--- src/hdl/cmp_ctrl_pkg.sv ---
// package: register map, field layouts, reset values and timing for the comparator control
package cmp_ctrl_pkg;

	// -------------------------------------------------------------
	// register indices (byte address is four times the index)
	// -------------------------------------------------------------
	localparam logic [7:0] IDX_COMPARATOR_CONTROL       = 8'h00;
	localparam logic [7:0] IDX_INPUT_SELECT_CONTROL     = 8'h02;
	localparam logic [7:0] IDX_INTERRUPT_ENABLE_CONTROL = 8'h06;
	localparam logic [7:0] IDX_COMPARATOR_STATUS        = 8'h07;
	localparam logic [7:0] COMPARATOR_VECTOR            = 8'h00;

	// -------------------------------------------------------------
	// field positions
	// -------------------------------------------------------------
	localparam int CTL_ENABLE_BIT   = 0;
	localparam int CTL_HYST_LSB     = 1;
	localparam int CTL_EDGE_LSB     = 4;
	localparam int CTL_PAD_OE_BIT   = 6;
	localparam int CTL_RUNSTBY_BIT  = 7;
	localparam int MUX_NEG_LSB      = 0;
	localparam int MUX_POS_BIT      = 3;
	localparam int MUX_INVERT_BIT   = 7;
	localparam int STAT_FLAG_BIT    = 0;
	localparam int STAT_STATE_BIT   = 4;

	// -------------------------------------------------------------
	// reset values and field masks of writable bits
	// -------------------------------------------------------------
	localparam logic [7:0] CTL_RESET  = 8'h00;
	localparam logic [7:0] MUX_RESET  = 8'h00;
	localparam logic [7:0] INTE_RESET = 8'h00;
	localparam logic [7:0] CTL_MASK   = 8'hF7;
	localparam logic [7:0] MUX_MASK   = 8'h8B;
	localparam logic [7:0] INTE_MASK  = 8'h01;

	// -------------------------------------------------------------
	// encodings
	// -------------------------------------------------------------
	localparam logic [1:0] EDGE_BOTH    = 2'h0;
	localparam logic [1:0] EDGE_FALLING = 2'h2;
	localparam logic [1:0] EDGE_RISING  = 2'h3;
	localparam logic [1:0] NEG_PIN_A    = 2'h0;
	localparam logic [1:0] NEG_PIN_B    = 2'h1;
	localparam logic [1:0] NEG_VREF     = 2'h2;
	localparam logic [1:0] RESP_OKAY    = 2'h0;
	localparam logic [1:0] RESP_SLVERR  = 2'h2;

	typedef enum logic [1:0] {
		SLEEP_ACTIVE,
		SLEEP_IDLE,
		SLEEP_STANDBY,
		SLEEP_POWERDOWN
	} sleep_t;

	// -------------------------------------------------------------
	// timing: 125 MHz clock, start-up waits round up
	// -------------------------------------------------------------
	localparam int CLK_PERIOD_PS     = 8000;
	localparam int CORE_STARTUP_PS   = 2500000;
	localparam int VREF_STARTUP_PS   = 60000000;
	localparam int CORE_STARTUP_CYC  = (CORE_STARTUP_PS + CLK_PERIOD_PS - 1) / CLK_PERIOD_PS;
	localparam int VREF_STARTUP_CYC  = (VREF_STARTUP_PS + CLK_PERIOD_PS - 1) / CLK_PERIOD_PS;
	localparam int STARTUP_CNT_W     = 13;
	localparam int SYNC_STAGES       = 2;

	// -------------------------------------------------------------
	// register layouts
	// -------------------------------------------------------------
	typedef struct packed {
		logic       run_in_standby;
		logic       pad_output_enable;
		logic [1:0] interrupt_edge_select;
		logic       unused3;
		logic [1:0] hysteresis_select;
		logic       enable;
	} comparator_control_t;

	typedef struct packed {
		logic       invert;
		logic [2:0] unused6_4;
		logic       positive_input_select;
		logic       unused2;
		logic [1:0] negative_input_select;
	} input_select_control_t;

endpackage

--- src/hdl/cmp_sync.sv ---
// module: two-flop synchroniser for asynchronous levels
module cmp_sync #(
	parameter int W = 1
) (
	input  wire logic         clk,    // peripheral clock
	input  wire logic         rst_n,  // async reset, active low
	input  wire logic [W-1:0] d,      // asynchronous level
	output logic      [W-1:0] q       // synchronised level
);
	logic [W-1:0] meta_reg;

	always_ff @(posedge clk or negedge rst_n) begin
		if (!rst_n) begin
			meta_reg <= '0;
			q        <= '0;
		end else begin
			meta_reg <= d;
			q        <= meta_reg;
		end
	end
endmodule // cmp_sync

--- src/hdl/cmp_ctrl.sv ---
// module: comparator control logic with AXI4-Lite register slave
module cmp_ctrl #(
	parameter int VREF_STARTUP_CYCLES = cmp_ctrl_pkg::VREF_STARTUP_CYC
) (
	input  wire logic        clk,                   // peripheral clock, 125 MHz
	input  wire logic        rst_n,                 // async reset, active low
	input  wire logic [7:0]  s_axi_awaddr,          // write address
	input  wire logic        s_axi_awvalid,         // write address valid
	output logic             s_axi_awready,         // write address ready
	input  wire logic [31:0] s_axi_wdata,           // write data
	input  wire logic [3:0]  s_axi_wstrb,           // write strobes
	input  wire logic        s_axi_wvalid,          // write data valid
	output logic             s_axi_wready,          // write data ready
	output logic [1:0]       s_axi_bresp,           // write response
	output logic             s_axi_bvalid,          // write response valid
	input  wire logic        s_axi_bready,          // write response ready
	input  wire logic [7:0]  s_axi_araddr,          // read address
	input  wire logic        s_axi_arvalid,         // read address valid
	output logic             s_axi_arready,         // read address ready
	output logic [31:0]      s_axi_rdata,           // read data
	output logic [1:0]       s_axi_rresp,           // read response
	output logic             s_axi_rvalid,          // read data valid
	input  wire logic        s_axi_rready,          // read data ready
	input  wire logic        core_result,           // raw comparator output, async
	input  wire logic [1:0]  sleep_mode,            // sleep state, sleep_t, async
	input  wire logic        per_clk_request,       // peripheral clock held in standby, async
	output logic             core_enable,           // comparator core power-up
	output logic [1:0]       hysteresis_select,     // hysteresis level to core
	output logic             positive_input_select, // 0 pin a, 1 pin b
	output logic [1:0]       negative_input_select, // pin a, pin b, reference
	output logic             result_settled,        // start-up time elapsed
	output logic             event_out,             // unsynchronised event source
	output logic             pad_out,               // comparator output pin value
	output logic             pad_oe_n,              // pin output enable, active low
	output logic             irq                    // comparator_vector request, level
);
	// -------------------------------------------------------------
	// registers and decoding
	// -------------------------------------------------------------
	cmp_ctrl_pkg::comparator_control_t   ctl_reg;
	cmp_ctrl_pkg::input_select_control_t mux_reg;
	logic [7:0]                          inte_reg;
	logic                                flag_reg;
	logic                                flag_next;
	logic                                state_reg;
	logic                                result_sync;
	logic [3:0]                          misc_sync;
	cmp_ctrl_pkg::sleep_t                sleep_s;
	logic                                clk_held_s;
	logic                                unit_on;
	logic                                status_live;
	logic                                edge_hit;
	logic                                rise;
	logic                                fall;
	logic [cmp_ctrl_pkg::STARTUP_CNT_W-1:0] start_cnt_reg;
	logic                                active_d_reg;
	logic [7:0]                          aw_addr_reg;
	logic                                aw_have_reg;
	logic [7:0]                          w_data_reg;
	logic                                w_lane_reg;
	logic                                w_have_reg;
	logic                                do_write;
	logic                                do_read;
	logic                                stat_clear_w;
	logic                                stat_clear_r;

	function automatic logic [2:0] decode(input logic [7:0] a);
		if (a == {cmp_ctrl_pkg::IDX_COMPARATOR_CONTROL[5:0], 2'b00}) begin
			decode = 3'h1;
		end else if (a == {cmp_ctrl_pkg::IDX_INPUT_SELECT_CONTROL[5:0], 2'b00}) begin
			decode = 3'h2;
		end else if (a == {cmp_ctrl_pkg::IDX_INTERRUPT_ENABLE_CONTROL[5:0], 2'b00}) begin
			decode = 3'h3;
		end else if (a == {cmp_ctrl_pkg::IDX_COMPARATOR_STATUS[5:0], 2'b00}) begin
			decode = 3'h4;
		end else begin
			decode = 3'h0;
		end
	endfunction

	// -------------------------------------------------------------
	// synchronisers and operating state
	// -------------------------------------------------------------
	// apart from the event_out path, the raw result meets only flip-flops; invert follows so every consumer sees it
	cmp_sync #(.W(4)) u_sync_misc (
		.clk   (clk),
		.rst_n (rst_n),
		.d     ({core_result, per_clk_request, sleep_mode}),
		.q     (misc_sync)
	);

	assign sleep_s     = cmp_ctrl_pkg::sleep_t'(misc_sync[1:0]);
	assign clk_held_s  = misc_sync[2];
	assign result_sync = misc_sync[3] ^ mux_reg.invert;

	// idle changes nothing; standby needs the run bit
	always_comb begin
		unit_on     = ctl_reg.enable;
		status_live = 1'b1;
		case (sleep_s)
			cmp_ctrl_pkg::SLEEP_STANDBY: begin
				unit_on     = ctl_reg.enable & ctl_reg.run_in_standby;
				status_live = clk_held_s;
			end
			cmp_ctrl_pkg::SLEEP_POWERDOWN: begin
				unit_on     = 1'b0;
				status_live = 1'b0;
			end
			default: begin
				unit_on     = ctl_reg.enable;
				status_live = 1'b1;
			end
		endcase
	end

	// -------------------------------------------------------------
	// core controls, start-up wait
	// -------------------------------------------------------------
	always_ff @(posedge clk or negedge rst_n) begin
		if (!rst_n) begin
			core_enable           <= 1'b0;
			hysteresis_select     <= 2'h0;
			positive_input_select <= 1'b0;
			negative_input_select <= 2'h0;
			active_d_reg          <= 1'b0;
		end else begin
			core_enable           <= unit_on;
			hysteresis_select     <= ctl_reg.hysteresis_select;
			positive_input_select <= mux_reg.positive_input_select;
			negative_input_select <= mux_reg.negative_input_select;
			active_d_reg          <= unit_on;
		end
	end

	always_ff @(posedge clk or negedge rst_n) begin
		if (!rst_n) begin
			start_cnt_reg  <= '0;
			result_settled <= 1'b0;
		end else if (unit_on && !active_d_reg) begin
			if (mux_reg.negative_input_select == cmp_ctrl_pkg::NEG_VREF) begin
				start_cnt_reg <= VREF_STARTUP_CYCLES[cmp_ctrl_pkg::STARTUP_CNT_W-1:0];
			end else begin
				start_cnt_reg <= cmp_ctrl_pkg::CORE_STARTUP_CYC[cmp_ctrl_pkg::STARTUP_CNT_W-1:0];
			end
			result_settled <= 1'b0;
		end else if (!unit_on) begin
			start_cnt_reg  <= '0;
			result_settled <= 1'b0;
		end else if (start_cnt_reg != '0) begin
			start_cnt_reg  <= start_cnt_reg - 1'b1;
		end else begin
			result_settled <= 1'b1;
		end
	end

	// -------------------------------------------------------------
	// event and pad value paths: straight from the core, no clock; pad_oe_n is registered
	// -------------------------------------------------------------
	// core_result is high only when positive exceeds negative
	assign event_out = unit_on & (core_result ^ mux_reg.invert);
	assign pad_out   = event_out & ctl_reg.pad_output_enable;

	always_ff @(posedge clk or negedge rst_n) begin
		if (!rst_n) begin
			pad_oe_n <= 1'b1;
		end else begin
			pad_oe_n <= ~(unit_on & ctl_reg.pad_output_enable);
		end
	end

	// -------------------------------------------------------------
	// state bit, edge detection, flag and request
	// -------------------------------------------------------------
	always_ff @(posedge clk or negedge rst_n) begin
		if (!rst_n) begin
			state_reg <= 1'b0;
		end else if (status_live) begin
			state_reg <= result_sync & unit_on;
		end
	end

	assign rise = result_sync & ~state_reg;
	assign fall = ~result_sync & state_reg;

	always_comb begin
		case (ctl_reg.interrupt_edge_select)
			cmp_ctrl_pkg::EDGE_BOTH:    edge_hit = rise | fall;
			cmp_ctrl_pkg::EDGE_FALLING: edge_hit = fall;
			cmp_ctrl_pkg::EDGE_RISING:  edge_hit = rise;
			default:                    edge_hit = 1'b0;
		endcase
	end

	assign stat_clear_w = do_write && decode(aw_addr_reg) == 3'h4 && w_lane_reg &&
		w_data_reg[cmp_ctrl_pkg::STAT_FLAG_BIT];
	assign stat_clear_r = do_read && decode(s_axi_araddr) == 3'h4;

	always_comb begin
		flag_next = flag_reg;
		if (stat_clear_w || stat_clear_r) begin
			flag_next = 1'b0;
		end
		if (status_live && unit_on && result_settled && edge_hit) begin
			flag_next = 1'b1;
		end
	end

	always_ff @(posedge clk or negedge rst_n) begin
		if (!rst_n) begin
			flag_reg <= 1'b0;
			irq      <= 1'b0;
		end else begin
			flag_reg <= flag_next;
			irq      <= flag_next & inte_reg[cmp_ctrl_pkg::STAT_FLAG_BIT];
		end
	end

	// -------------------------------------------------------------
	// AXI4-Lite write channel
	// -------------------------------------------------------------
	assign do_write = aw_have_reg && w_have_reg && !s_axi_bvalid;

	always_ff @(posedge clk or negedge rst_n) begin
		if (!rst_n) begin
			aw_have_reg   <= 1'b0;
			w_have_reg    <= 1'b0;
			aw_addr_reg   <= 8'h00;
			w_data_reg    <= 8'h00;
			w_lane_reg    <= 1'b0;
			s_axi_awready <= 1'b0;
			s_axi_wready  <= 1'b0;
			s_axi_bvalid  <= 1'b0;
			s_axi_bresp   <= cmp_ctrl_pkg::RESP_OKAY;
		end else begin
			s_axi_awready <= !aw_have_reg && !(s_axi_awvalid && s_axi_awready);
			s_axi_wready  <= !w_have_reg && !(s_axi_wvalid && s_axi_wready);
			if (s_axi_awvalid && s_axi_awready) begin
				aw_have_reg <= 1'b1;
				aw_addr_reg <= s_axi_awaddr;
			end
			if (s_axi_wvalid && s_axi_wready) begin
				w_have_reg <= 1'b1;
				w_data_reg <= s_axi_wdata[7:0];
				w_lane_reg <= s_axi_wstrb[0];
			end
			if (do_write) begin
				aw_have_reg  <= 1'b0;
				w_have_reg   <= 1'b0;
				s_axi_bvalid <= 1'b1;
				s_axi_bresp  <= (decode(aw_addr_reg) == 3'h0) ?
					cmp_ctrl_pkg::RESP_SLVERR : cmp_ctrl_pkg::RESP_OKAY;
			end else if (s_axi_bvalid && s_axi_bready) begin
				s_axi_bvalid <= 1'b0;
			end
		end
	end

	// software configures inputs before enable; nothing here enforces it
	always_ff @(posedge clk or negedge rst_n) begin
		if (!rst_n) begin
			ctl_reg  <= cmp_ctrl_pkg::comparator_control_t'(cmp_ctrl_pkg::CTL_RESET);
			mux_reg  <= cmp_ctrl_pkg::input_select_control_t'(cmp_ctrl_pkg::MUX_RESET);
			inte_reg <= cmp_ctrl_pkg::INTE_RESET;
		end else if (do_write && w_lane_reg) begin
			case (decode(aw_addr_reg))
				3'h1: ctl_reg <= cmp_ctrl_pkg::comparator_control_t'(
					w_data_reg & cmp_ctrl_pkg::CTL_MASK);
				3'h2: mux_reg <= cmp_ctrl_pkg::input_select_control_t'(
					w_data_reg & cmp_ctrl_pkg::MUX_MASK);
				3'h3: inte_reg <= w_data_reg & cmp_ctrl_pkg::INTE_MASK;
				default: ;
			endcase
		end
	end

	// -------------------------------------------------------------
	// AXI4-Lite read channel
	// -------------------------------------------------------------
	assign do_read = s_axi_arvalid && s_axi_arready;

	always_ff @(posedge clk or negedge rst_n) begin
		if (!rst_n) begin
			s_axi_arready <= 1'b0;
			s_axi_rvalid  <= 1'b0;
			s_axi_rdata   <= 32'h0000_0000;
			s_axi_rresp   <= cmp_ctrl_pkg::RESP_OKAY;
		end else begin
			s_axi_arready <= !s_axi_rvalid && !do_read;
			if (do_read) begin
				s_axi_rvalid <= 1'b1;
				s_axi_rresp  <= cmp_ctrl_pkg::RESP_OKAY;
				if (decode(s_axi_araddr) == 3'h1) begin
					s_axi_rdata <= {24'h000000, ctl_reg};
				end else if (decode(s_axi_araddr) == 3'h2) begin
					s_axi_rdata <= {24'h000000, mux_reg};
				end else if (decode(s_axi_araddr) == 3'h3) begin
					s_axi_rdata <= {24'h000000, inte_reg};
				end else if (decode(s_axi_araddr) == 3'h4) begin
					s_axi_rdata <= {27'h0000000, state_reg, 3'h0, flag_reg};
				end else begin
					s_axi_rdata <= 32'h0000_0000;
					s_axi_rresp <= cmp_ctrl_pkg::RESP_SLVERR;
				end
			end else if (s_axi_rvalid && s_axi_rready) begin
				s_axi_rvalid <= 1'b0;
			end
		end
	end

	// -------------------------------------------------------------
	// assertions
	// -------------------------------------------------------------
	a_irq_follows_flag: assert property (@(posedge clk) disable iff (!rst_n)
		irq == ($past(flag_next) & $past(inte_reg[0])))
		else $error("request does not follow flag and enable");
	a_rise_sets_flag: assert property (@(posedge clk) disable iff (!rst_n)
		(status_live && unit_on && result_settled && rise &&
		ctl_reg.interrupt_edge_select == cmp_ctrl_pkg::EDGE_RISING) |=> flag_reg)
		else $error("rising edge did not set flag");
	a_edge_reserved: assert property (@(posedge clk) disable iff (!rst_n)
		(ctl_reg.interrupt_edge_select == 2'h1 && !stat_clear_w && !stat_clear_r)
		|=> flag_reg == $past(flag_reg))
		else $error("reserved edge setting changed flag");
	a_clear_w1: assert property (@(posedge clk) disable iff (!rst_n)
		(stat_clear_w && !edge_hit) |=> !flag_reg)
		else $error("write of one did not clear flag");
	a_powerdown_off: assert property (@(posedge clk) disable iff (!rst_n)
		(sleep_s == cmp_ctrl_pkg::SLEEP_POWERDOWN) |-> !event_out ##1 (pad_oe_n && !core_enable))
		else $error("unit not off in power-down");
	a_standby_stop: assert property (@(posedge clk) disable iff (!rst_n)
		(sleep_s == cmp_ctrl_pkg::SLEEP_STANDBY && !ctl_reg.run_in_standby) |=> !core_enable)
		else $error("unit running in standby without run bit");
	a_state_mirror: assert property (@(posedge clk) disable iff (!rst_n)
		(status_live && unit_on) |=> state_reg == $past(result_sync))
		else $error("state bit does not mirror result");
	a_startup_wait: assert property (@(posedge clk) disable iff (!rst_n)
		(unit_on && !active_d_reg) |=> !result_settled [*8])
		else $error("result settled too early");
	a_pad_drive: assert property (@(posedge clk) disable iff (!rst_n)
		(unit_on && ctl_reg.pad_output_enable) |=> !pad_oe_n)
		else $error("pad not driven when enabled");
endmodule // cmp_ctrl

--- config.mk ---
export PLATFORM = sky130hd
export DESIGN_NAME = cmp_ctrl
export DESIGN_NICKNAME = d
export VERILOG_FILES = /design/src/hdl/cmp_ctrl_pkg.sv /design/src/hdl/cmp_sync.sv /design/src/hdl/cmp_ctrl.sv
export SDC_FILE = /design/constraint.sdc
export NUM_CORES = 1
export LEC_CHECK = 0
export ABC_AREA = 1
export BUFFER_PORTS_ARGS = -buffer_cell sky130_fd_sc_hd__clkbuf_2
export CELL_PAD_IN_SITES_DETAIL_PLACEMENT = 1
export CELL_PAD_IN_SITES_GLOBAL_PLACEMENT = 1
export CORE_ASPECT_RATIO = 1.2
export CORE_UTILIZATION = 37
export CTS_CLUSTER_DIAMETER = 100
export DETAILED_ROUTE_END_ITERATION = 10
export PLACE_DENSITY_LB_ADDON = 0.12
export SYNTH_ARGS = -nofsm -noshare
export SYNTH_HDL_FRONTEND = slang
export SYNTH_HIERARCHICAL = 1
export SYNTH_SLANG_ARGS = --single-unit
--- constraint.sdc ---
create_clock -name clk -period 2 [get_ports clk]
set_input_delay 0.1 -clock clk [delete_from_list [all_inputs] [get_ports clk]]
set_output_delay 0.1 -clock clk [all_outputs]
set_load 0.02 [all_outputs]
==> flow_summary.json, run 1 <==
{
  "status": "finished, final reports clean",
  "hold_path_class": "input port to register",
  "die_w_microns": 92.54,
  "crit_required_ns": 2.24,
  "syn_avg_cell_area_sq_um": 8.749,
  "ys_seq_area_share_pct": 53.66,
  "synth_area_leaders": "dfrtp_1, nand2_1, buf_4",
  "top_level_ports": 115,
  "critical_path_buf_inv_count": 1,
  "hold_slack_ns": 0.05430,
  "core_sq_mm": 0.009564,
  "hold_depth": 4,
  "placed_cell_area_sq_mm": 0.004013,
  "fin_crit_ns": 1.699,
  "p_clk_share_pct": 28.1,
  "drt-total-wl_microns": 8596,
  "grt_pass1_vias": 3019,
  "drc": 0,
  "p_int_mw": 3.385,
  "hold_viol": 0,
  "placementRows": 39,
  "clk_latency_ns": 0.33,
  "die_h_microns": 110.7,
  "drtIter0Drc": 118,
  "end_kind": "register",
  "postSynthCellCount": 416,
  "maxSlewViolCount": 0,
  "dr_wl_met3_microns": 218,
  "fillCellCount": 1173,
  "ys_seq_elements": 78,
  "viasPerCell": 4.557,
  "crit_arrival_ns": 1.94,
  "htree_num_levels": 3,
  "final_area_sq_mm": 0.004532,
  "hpwl_microns": 6333,
  "grt_start_max_net_pins": 41,
  "ant_nets": 0,
  "tightest_slew_ns": 0.5160,
  "dieArea_sq_mm": 0.01024,
  "powerDensity_mw_per_mm2": 1182,
  "synth_warnings": 6,
  "setup_viol": 0,
  "ctsRootBufferMaster": "clkbuf_16",
  "grtUsageTotal_pct": 18.43,
  "slowest_delay_ns": 0.43,
  "dr.pass1.iters": 4,
  "cts_buffer_depth": 2,
  "fmax_ghz": 0.5886,
  "wl_per_cell_microns": 13.49,
  "critPathMaxFanout": 4,
  "grt_overflow": 0,
  "place.gp.congestion": 0.7883,
  "cp_top_family": "flip-flops",
  "relSlewSlack_pct": 65.60,
  "portBuffers": 61,
  "postCtsHoldBufs": 24,
  "skew_ns": 0.007714,
  "switching_share_pct": 36.82,
  "ir_drop_mv": 0.5676,
  "cp_slowest_cell": "dfrtp_1",
  "leakagePower_nw": 2.305,
  "wl_met1_microns": 3547,
  "cp.depth": 7,
  "fin_ws_ns": 0.3011,
  "met2_length_microns": 4715,
  "grt_pass1_wl_microns": 14510,
  "fin_util_pct": 47.38,
  "syn2layout_area_growth_pct": 24.51,
  "cts_resized": 0,
  "seqPwrFrac_pct": 42.0,
  "routed.top_layer": "met4",
  "dp_slack_ns": 0.2721,
  "rsz0062_at_grt": "false",
  "p_sw_mw": 1.972,
  "min_period_over_period_pct": 84.95,
  "post_cts_buffers": 0,
  "multi_input_area_sq_mm": 0.001380,
  "critPathLaunchType": "register",
  "layout-drive-gt1-share_pct": 20.62,
  "num_vias": 2903,
  "netlist_area_sq_mm": 0.003640,
  "critical_path_class": "register to register",
  "diodes": 0,
  "largest_reg_flops": 13,
  "synth_cell_types": 32,
  "antenna_found_initial": 0,
  "maxCapViolations": 0,
  "fin_nets": 575,
  "tritoncts": "built",
  "initial_core_util_pct": 38.06,
  "reg2reg_depth": 7,
  "cts.reportedPaths.clkPinSlew_ns": 0.06,
  "combinationalPowerShare_pct": 29.9,
  "path_cells": "xnor2_1, inv_1, ha_1, o21ai_0, nand2_1, nand3b_1, a21boi_0",
  "synth_top_area_share_pct": 52.94,
  "cts.sinks": 78,
  "synth_top_area_cell": "dfrtp_1",
  "register_area_sq_mm": 0.001953,
  "fin_tns_setup_ns": 0,
  "cts_buffers": 9
}
[final timing paths]
check / start / endpoint / slack, ns
max in group asynchronous: rst_n / aw_addr_reg[6]$_DFFE_PN0P_ / 1.12
worst max register to register: mux_reg[7]$_DFFE_PN0P_ / irq$_DFF_PN0_ / 0.30
worst max-delay path: mux_reg[7]$_DFFE_PN0P_ / irq$_DFF_PN0_ / 0.30
worst min-delay path: s_axi_wvalid / w_lane_reg$_DFFE_PN0P_ / 0.05
worst min register to register: u_sync_misc/meta_reg[2]$_DFF_PN0_ / u_sync_misc/q[2]$_DFF_PN0_ / 0.35
min in group asynchronous: rst_n / start_cnt_reg[11]$_DFFE_PN0P_ / 0.29
[routing by layer]
metal  vias up  global-route usage, %
li1       1447                      -
met1      1404                  21.78
met2        44                  32.89
met3         8                  3.704
met4         0                  6.250
met5         -                      0
[cells by family after synthesis]
group,after synthesis,synth area share [%]
AOI/OAI and AO/OA,63,10.38
xor gates and xnor gates,3,0.7220
adders and majority gates,3,1.031
buffers and inverters,79,11.00
DFF,78,53.66
other,1,0.1030
and+or+nand+nor,189,23.10
[through the flow]
step                std cells  total power, mW
finish                    637            5.357
global route              637            5.737
CTS                       637            5.428
detailed placement        597            3.864
global placement          597            3.804
floorplan                 441            3.392
[tightest hold or removal path, stage by stage]
cell and delay (ns):
clkbuf_2 0.07, nand2_1 0.07, nand2_1 0.06, nand2_1 0.04
[layout make-up]
type	count	area share (%)
sequential	78	43.10
multi-input combinational	284	30.45
timing repair buffer	88	12.87
clock buffer	11	5.356
inverter	48	4.031
tap	123	3.396
clock inverter	5	0.8007
[Yosys cell counts (all sizes together)]
| master | count |
|---|---|
| nand2 | 104 |
| dfrtp | 77 |
| nor2 | 52 |
| inv | 47 |
| o21ai | 41 |
| buf | 27 |
| nand3 | 26 |
| a21oi | 16 |
| nor3 | 5 |
| clkbuf | 4 |
| a21boi | 3 |
| ha | 3 |
| xnor2 | 3 |
| a211oi | 1 |
| a22o | 1 |
| clkinv | 1 |
| conb | 1 |
| dfstp | 1 |
| nand3b | 1 |
| nand4 | 1 |
| o22ai | 1 |
[cell usage in the layout (no fill, tap or decap), types with 2 or more instances in the layout]
cell type	instances
nand3_1	25
nand2_4	3
nor2_4	4
dlygate4sd3_1	24
nor2_2	2
nor3_1	5
conb_1	26
nor2_1	45
clkbuf_16	9
dfrtp_1	77
xnor2_1	3
ha_1	3
a21boi_0	3
nand2_1	98
nand2_2	3
inv_1	45
clkbuf_2	60
clkinvlp_4	3
o21ai_2	8
a21oi_1	15
o21ai_0	32
buf_4	3
[power groups by stage]
stage / logic, mW / registers (mW) / clock network, mW
floorplan: 1.04 / 2.35 / 0
global placement: 1.54 / 2.26 / 0
detailed placement: 1.59 / 2.28 / 0
CTS: 1.63 / 2.26 / 1.54
global route: 1.82 / 2.30 / 1.61
finish: 1.60 / 2.25 / 1.51
No activity file was read; power rests on OpenSTA's default activity.
==> run 2, diff against run 1 <==
Clock period 2 ns to 1.6 ns, I/O delays scaled along.
==> run 2 against run 1 <==
Compared with the run above:
- cell count grew 1.1%
- register-to-register slack lost 0.20 ns
- via count grew 2.7%
- first-iteration DRC count is the same
- combinational power grew 32%
- non-clock buffer count grew 7
- critical path depth shrank 1
- clock skew shrank 0.0011 ns
- wire length grew 2.0%
- setup slack lost 0.20 ns
- largest cell class unchanged
- largest power group unchanged
==> flow_summary.json, run 2 (synthesized netlist as in run 1, its figures left out) <==
{
  "grt_overflow": 0,
  "grt_pass1_wl_microns": 15010,
  "layout_common_cells": "nand2_1, dfrtp_1, clkbuf_2, inv_1, nor2_1",
  "met1_usage_pct": 21.27,
  "antenna_found_initial": 0,
  "viasPerCell": 4.630,
  "cts.sinks": 78,
  "drt-total-wl_microns": 8766,
  "cts_buffers": 9,
  "grt_pass1_vias": 3223,
  "setup_viol": 0,
  "startpoint": "u_sync_misc/q[0]$_DFF_PN0_",
  "cts_buffer_depth": 2,
  "top_level_ports": 115,
  "cts.reportedPaths.clkPinSlew_ns": 0.06,
  "hpwl_microns": 6474,
  "hold_slack_ns": 0.02845,
  "grtUsageTotal_pct": 19.00,
  "clk_latency_ns": 0.34,
  "layout-drive-gt1-share_pct": 22.65,
  "fin_crit_ns": 1.496,
  "tightest_slew_ns": 0.5436,
  "dr.pass1.iters": 4,
  "ant_nets": 0,
  "crit_arrival_ns": 1.42,
  "num_vias": 2982,
  "powerDensity_mw_per_mm2": 1533,
  "syn2layout_area_growth_pct": 28.29,
  "dieArea_sq_mm": 0.01024,
  "hold_viol": 0,
  "grt_use_met2_pct": 34.81,
  "critPathMaxFanout": 5,
  "fmax_ghz": 0.6684,
  "final_common_cell": "nand2_1",
  "crit_required_ns": 1.52,
  "relSlewSlack_pct": 63.76,
  "diodes": 0,
  "hold_path_class": "input port to register",
  "gr-max-usage-layer": "met2",
  "portBuffers": 61,
  "ir_drop_mv": 0.7782,
  "holdCritStartpoint": "s_axi_wvalid",
  "maxCapViolations": 0,
  "leakagePower_nw": 2.386,
  "end_kind": "output pin",
  "placementRows": 39,
  "rsz0062_at_grt": "true",
  "skew_ns": 0.006629,
  "post-place-cells": 603,
  "gr-usage-met3_pct": 3.635,
  "dp_slack_ns": -0.04236,
  "fin_ws_ns": 0.1038,
  "critPathLaunchType": "register",
  "initial_core_util_pct": 38.06,
  "die_w_microns": 92.54,
  "grt_start_max_net_pins": 41,
  "core_sq_mm": 0.009564,
  "drtIter0Drc": 118,
  "min_period_over_period_pct": 93.51,
  "fin_nets": 582,
  "status": "finished, final reports clean",
  "r2r_start": "u_sync_misc/q[3]$_DFF_PN0_",
  "maxSlewViolCount": 0,
  "largest_reg_flops": 13,
  "drc": 0,
  "die_h_microns": 110.7,
  "ctsRootBufferMaster": "clkbuf_16",
  "place.gp.congestion": 0.8028,
  "fin_cells": 644,
  "htree_num_levels": 3,
  "wl_per_cell_microns": 13.61,
  "critical_path_class": "register to output pin",
  "tritoncts": "built"
}
==> run 2: cell count changes in the layout (fill, tap and decap cells not counted), moves of 2 or more <==
cell / before / now
bufinv_16: 0 / 2
clkinvlp_4: 3 / 0
nor2_2: 2 / 4
nor2_1: 45 / 43
buf_4: 3 / 9
==> run 2: through the flow <==
step                util (%)   TNS [ns]  total power [mW]  cell area (sq um)
floorplan                  -          0             4.240               3734
global placement       42.56          0             4.819               4070
detailed placement     42.56   -0.04236             4.897               4070
CTS                    48.59          0             7.235               4647
global route           48.82  -0.009734             7.627               4669
finish                 48.82          0             7.158               4669
==> run 2: routing by layer <==
layer	routed length (microns)	up-vias
met4	181	0
met5	0	-
met1	3551	1454
li1	-	1462
met2	4803	48
met3	229	18
==> run 2: final timing paths <==
check,end,slack (ns),cells after the start
worst max-delay path,event_out,0.10,6
worst min-delay path,w_lane_reg$_DFFE_PN0P_,0.03,4
worst max register to register,irq$_DFF_PN0_,0.10,7
worst min register to register,u_sync_misc/q[1]$_DFF_PN0_,0.35,0
max in group asynchronous,aw_addr_reg[1]$_DFFE_PN0P_,0.70,3
min in group asynchronous,start_cnt_reg[9]$_DFFE_PN0P_,0.27,2
==> run 2: repair_timing <==
item,in CTS,in global routing
endpoints found under the setup margin,8,6
endpoints found under the hold margin,60,0
resized for setup,3,5
buffers inserted,0,1
hold buffers,24,0
pin swaps,0,3
==> run 2: layout make-up <==
| type | count | area, sq um |
|---|---|---|
| clock inverter | 4 | 70.07 |
| multi-input combinational | 284 | 1405 |
| clock buffer | 12 | 256.5 |
| sequential | 78 | 1953 |
| fill | 1170 | 4895 |
| tap | 123 | 153.9 |
| inverter | 48 | 182.7 |
| timing repair buffer | 95 | 648.1 |
==> run 2: critical path: stages, from the launching register on <==
cell and delay (ns):
dfrtp_1 0.36, inv_1 0.07, nand2_1 0.11, nand2_1 0.10, nand2_2 0.14, nor2_1 0.13, clkbuf_2 0.18
==> run 2: where the power goes <==
group / leakage (nW) / switching (mW) / internal, mW / total, mW
logic: 1.21 / 1.38 / 0.736 / 2.12
registers: 1.01 / 0.333 / 2.48 / 2.81
clock network: 0.163 / 0.786 / 1.45 / 2.23
total: 2.39 / 2.50 / 4.66 / 7.16
==> run 3, diff against run 2 <==
Settings changed: CORE_MARGIN from default to 2, GPL_TIMING_DRIVEN from default to 0, SKIP_LAST_GASP from default to 1.
==> run 3 against run 2 <==
Compared with the run above:
- the flow now finishes with violations (setup timing)
- clock skew increased by 0.0022 ns
- final area increased by 3.6%
- global-route usage decreased by 0.46 points
- critical endpoint is now irq$_DFF_PN0_
- count of clock-buffer cells in the layout decreased by 2
- power decreased by 1.9%
- worst hold slack got worse by 0.0059 ns
- non-clock buffer count increased by 25
- sequential power about the same
- via count increased by 3.5%
- maximum frequency decreased by 7.2%
- critical path depth increased by 1
==> flow_summary.json, run 3 (synthesized netlist as in run 1, its figures left out) <==
{
  "status": "finished, violations left",
  "violations": "setup timing",
  "grt_overflow": 0,
  "core_sq_mm": 0.009564,
  "tritoncts": "built",
  "fin_nets": 607,
  "fmax_ghz": 0.6203,
  "hold_slack_ns": 0.02258,
  "post-place-cells": 626,
  "layout_common_cells": "nand2_1, dfrtp_1, clkbuf_2, inv_1, nor2_1",
  "die_h_microns": 112.7,
  "path_cells": "xnor2_2, inv_2, ha_4, o21ai_2, nand2_1, nand3b_1, a21boi_1",
  "initial_core_util_pct": 38.06,
  "drc": 0,
  "setup_viol": 1,
  "grt_pass1_wl_microns": 15280,
  "crit_required_ns": 1.85,
  "skew_ns": 0.008800,
  "cp_top_family": "flip-flops",
  "grt_pass1_vias": 3325,
  "critPathLaunchType": "register",
  "placed_cell_area_sq_mm": 0.004223,
  "place.gp.congestion": 0.7632,
  "hpwl_microns": 6745,
  "antenna_found_initial": 0,
  "drtIter0Drc": 54,
  "rsz0062_at_grt": "true",
  "hold_viol": 0,
  "dp_slack_ns": -0.2745,
  "dieArea_sq_mm": 0.01065,
  "syn2layout_area_growth_pct": 32.86,
  "fin_util_pct": 50.56,
  "portBuffers": 61,
  "r2r_start": "mux_reg[7]$_DFFE_PN0P_",
  "cts_buffers": 9,
  "viasPerCell": 4.614,
  "ctsRootBufferMaster": "clkbuf_16",
  "largest_reg_flops": 13,
  "final_area_sq_mm": 0.004836,
  "powerDensity_mw_per_mm2": 1452,
  "end_kind": "register",
  "critPathMaxFanout": 2,
  "grt_start_max_net_pins": 58,
  "die_w_microns": 94.54,
  "htree_num_levels": 3,
  "top_level_ports": 115,
  "fin_cells": 669,
  "layout-drive-gt1-share_pct": 26.74,
  "drt-total-wl_microns": 8998,
  "relSlewSlack_pct": 66.28,
  "fin_ws_ns": -0.01224,
  "num_vias": 3087,
  "power_mw": 7.022,
  "startpoint": "mux_reg[7]$_DFFE_PN0P_",
  "cts_buffer_depth": 2,
  "reg2reg_depth": 7,
  "dr.pass1.iters": 4,
  "ir_drop_mv": 0.8983,
  "grtUsageTotal_pct": 18.54,
  "cp.depth": 7,
  "final_common_cell": "nand2_1",
  "cts.reportedPaths.clkPinSlew_ns": 0.06,
  "tightest_slew_ns": 0.5058,
  "reg2reg_to": "irq$_DFF_PN0_",
  "ant_nets": 0,
  "maxSlewViolCount": 0,
  "leakagePower_nw": 2.496,
  "clk_latency_ns": 0.33,
  "placementRows": 39,
  "crit_arrival_ns": 1.86,
  "seqPwrFrac_pct": 40.2,
  "p_clk_share_pct": 28.9,
  "critical_path_class": "register to register",
  "p_sw_mw": 2.542,
  "slowest_delay_ns": 0.42,
  "fin_crit_ns": 1.612,
  "critical_path_buf_inv_count": 1,
  "diodes": 0,
  "p_int_mw": 4.480,
  "cp_slowest_cell": "dfrtp_2",
  "combinationalPowerShare_pct": 30.9,
  "cts.sinks": 78,
  "cp-endpoint": "irq$_DFF_PN0_",
  "min_period_over_period_pct": 100.8,
  "hold_path_class": "input port to register",
  "switching_share_pct": 36.20,
  "fin_tns_setup_ns": -0.01224,
  "maxCapViolations": 0,
  "rrSetupSlack_ns": -0.01,
  "wl_per_cell_microns": 13.45
}
run 3: cell count changes in the layout (fill, tap and decap cells not counted), sizes merged:
cell | before | now
buf | 11 | 31
bufinv | 2 | 1
clkbuf | 72 | 75
clkinvlp | 0 | 1
clkinv | 3 | 5
run 3: final cells by class:
type / instances / area, sq um
Buffer: 31 / 217.7
Clock buffer: 10 / 239.0
Clock inverter: 6 / 61.31
Fill cell: 1170 / 4728
Inverter: 48 / 182.7
Multi-Input combinational cell: 284 / 1429
Sequential cell: 78 / 1954
Tap cell: 123 / 153.9
Timing Repair Buffer: 89 / 598.1
run 3: what timing repair did:
action | CTS | global route
hold buffers | 24 | 0
setup endpoints to repair | 7 | 17
resized for setup | 5 | 9
pin swaps | 2 | 4
gates cloned | 0 | 0
buffers inserted | 1 | 2
hold endpoints to repair | 44 | 0
run 3: how the worst min path moves through the flow:
stage	start	endpoint	slack [ns]	cells past startpoint
global placement	per_clk_request	u_sync_misc/meta_reg[2]$_DFF_PN0_	0.19	1
global route	s_axi_wvalid	w_lane_reg$_DFFE_PN0P_	0.07	4
detailed placement	rst_n	w_data_reg[4]$_DFFE_PN0P_	0.04	1
finish	s_axi_wvalid	w_lane_reg$_DFFE_PN0P_	0.02	4
floorplan	rst_n	active_d_reg$_DFF_PN0_	-0.22	0
CTS	s_axi_wvalid	w_lane_reg$_DFFE_PN0P_	0.02	4
run 3: power by group through the flow:
stage	combinational [mW]	sequential [mW]	clock, mW
after floorplan	1.30	2.94	0
after global placement	1.98	2.84	0
after detailed placement	2.06	2.85	0
after CTS	2.14	2.82	2.09
after global routing	2.49	2.89	2.16
final	2.17	2.82	2.03
run 3: worst min-delay path: stages:
cell	delay, ns
clkbuf_2	0.07
nand2_1	0.06
nand2_1	0.06
nand2_1	0.05
run 3: routing by layer:
| layer | global-route usage [%] | up-vias | wire, microns |
|---|---|---|---|
| met5 | 0 | - | 0 |
| met4 | 7.729 | 0 | 210 |
| met3 | 2.886 | 13 | 246 |
| met2 | 34.86 | 46 | 5045 |
| met1 | 20.31 | 1513 | 3496 |
| li1 | - | 1515 | - |
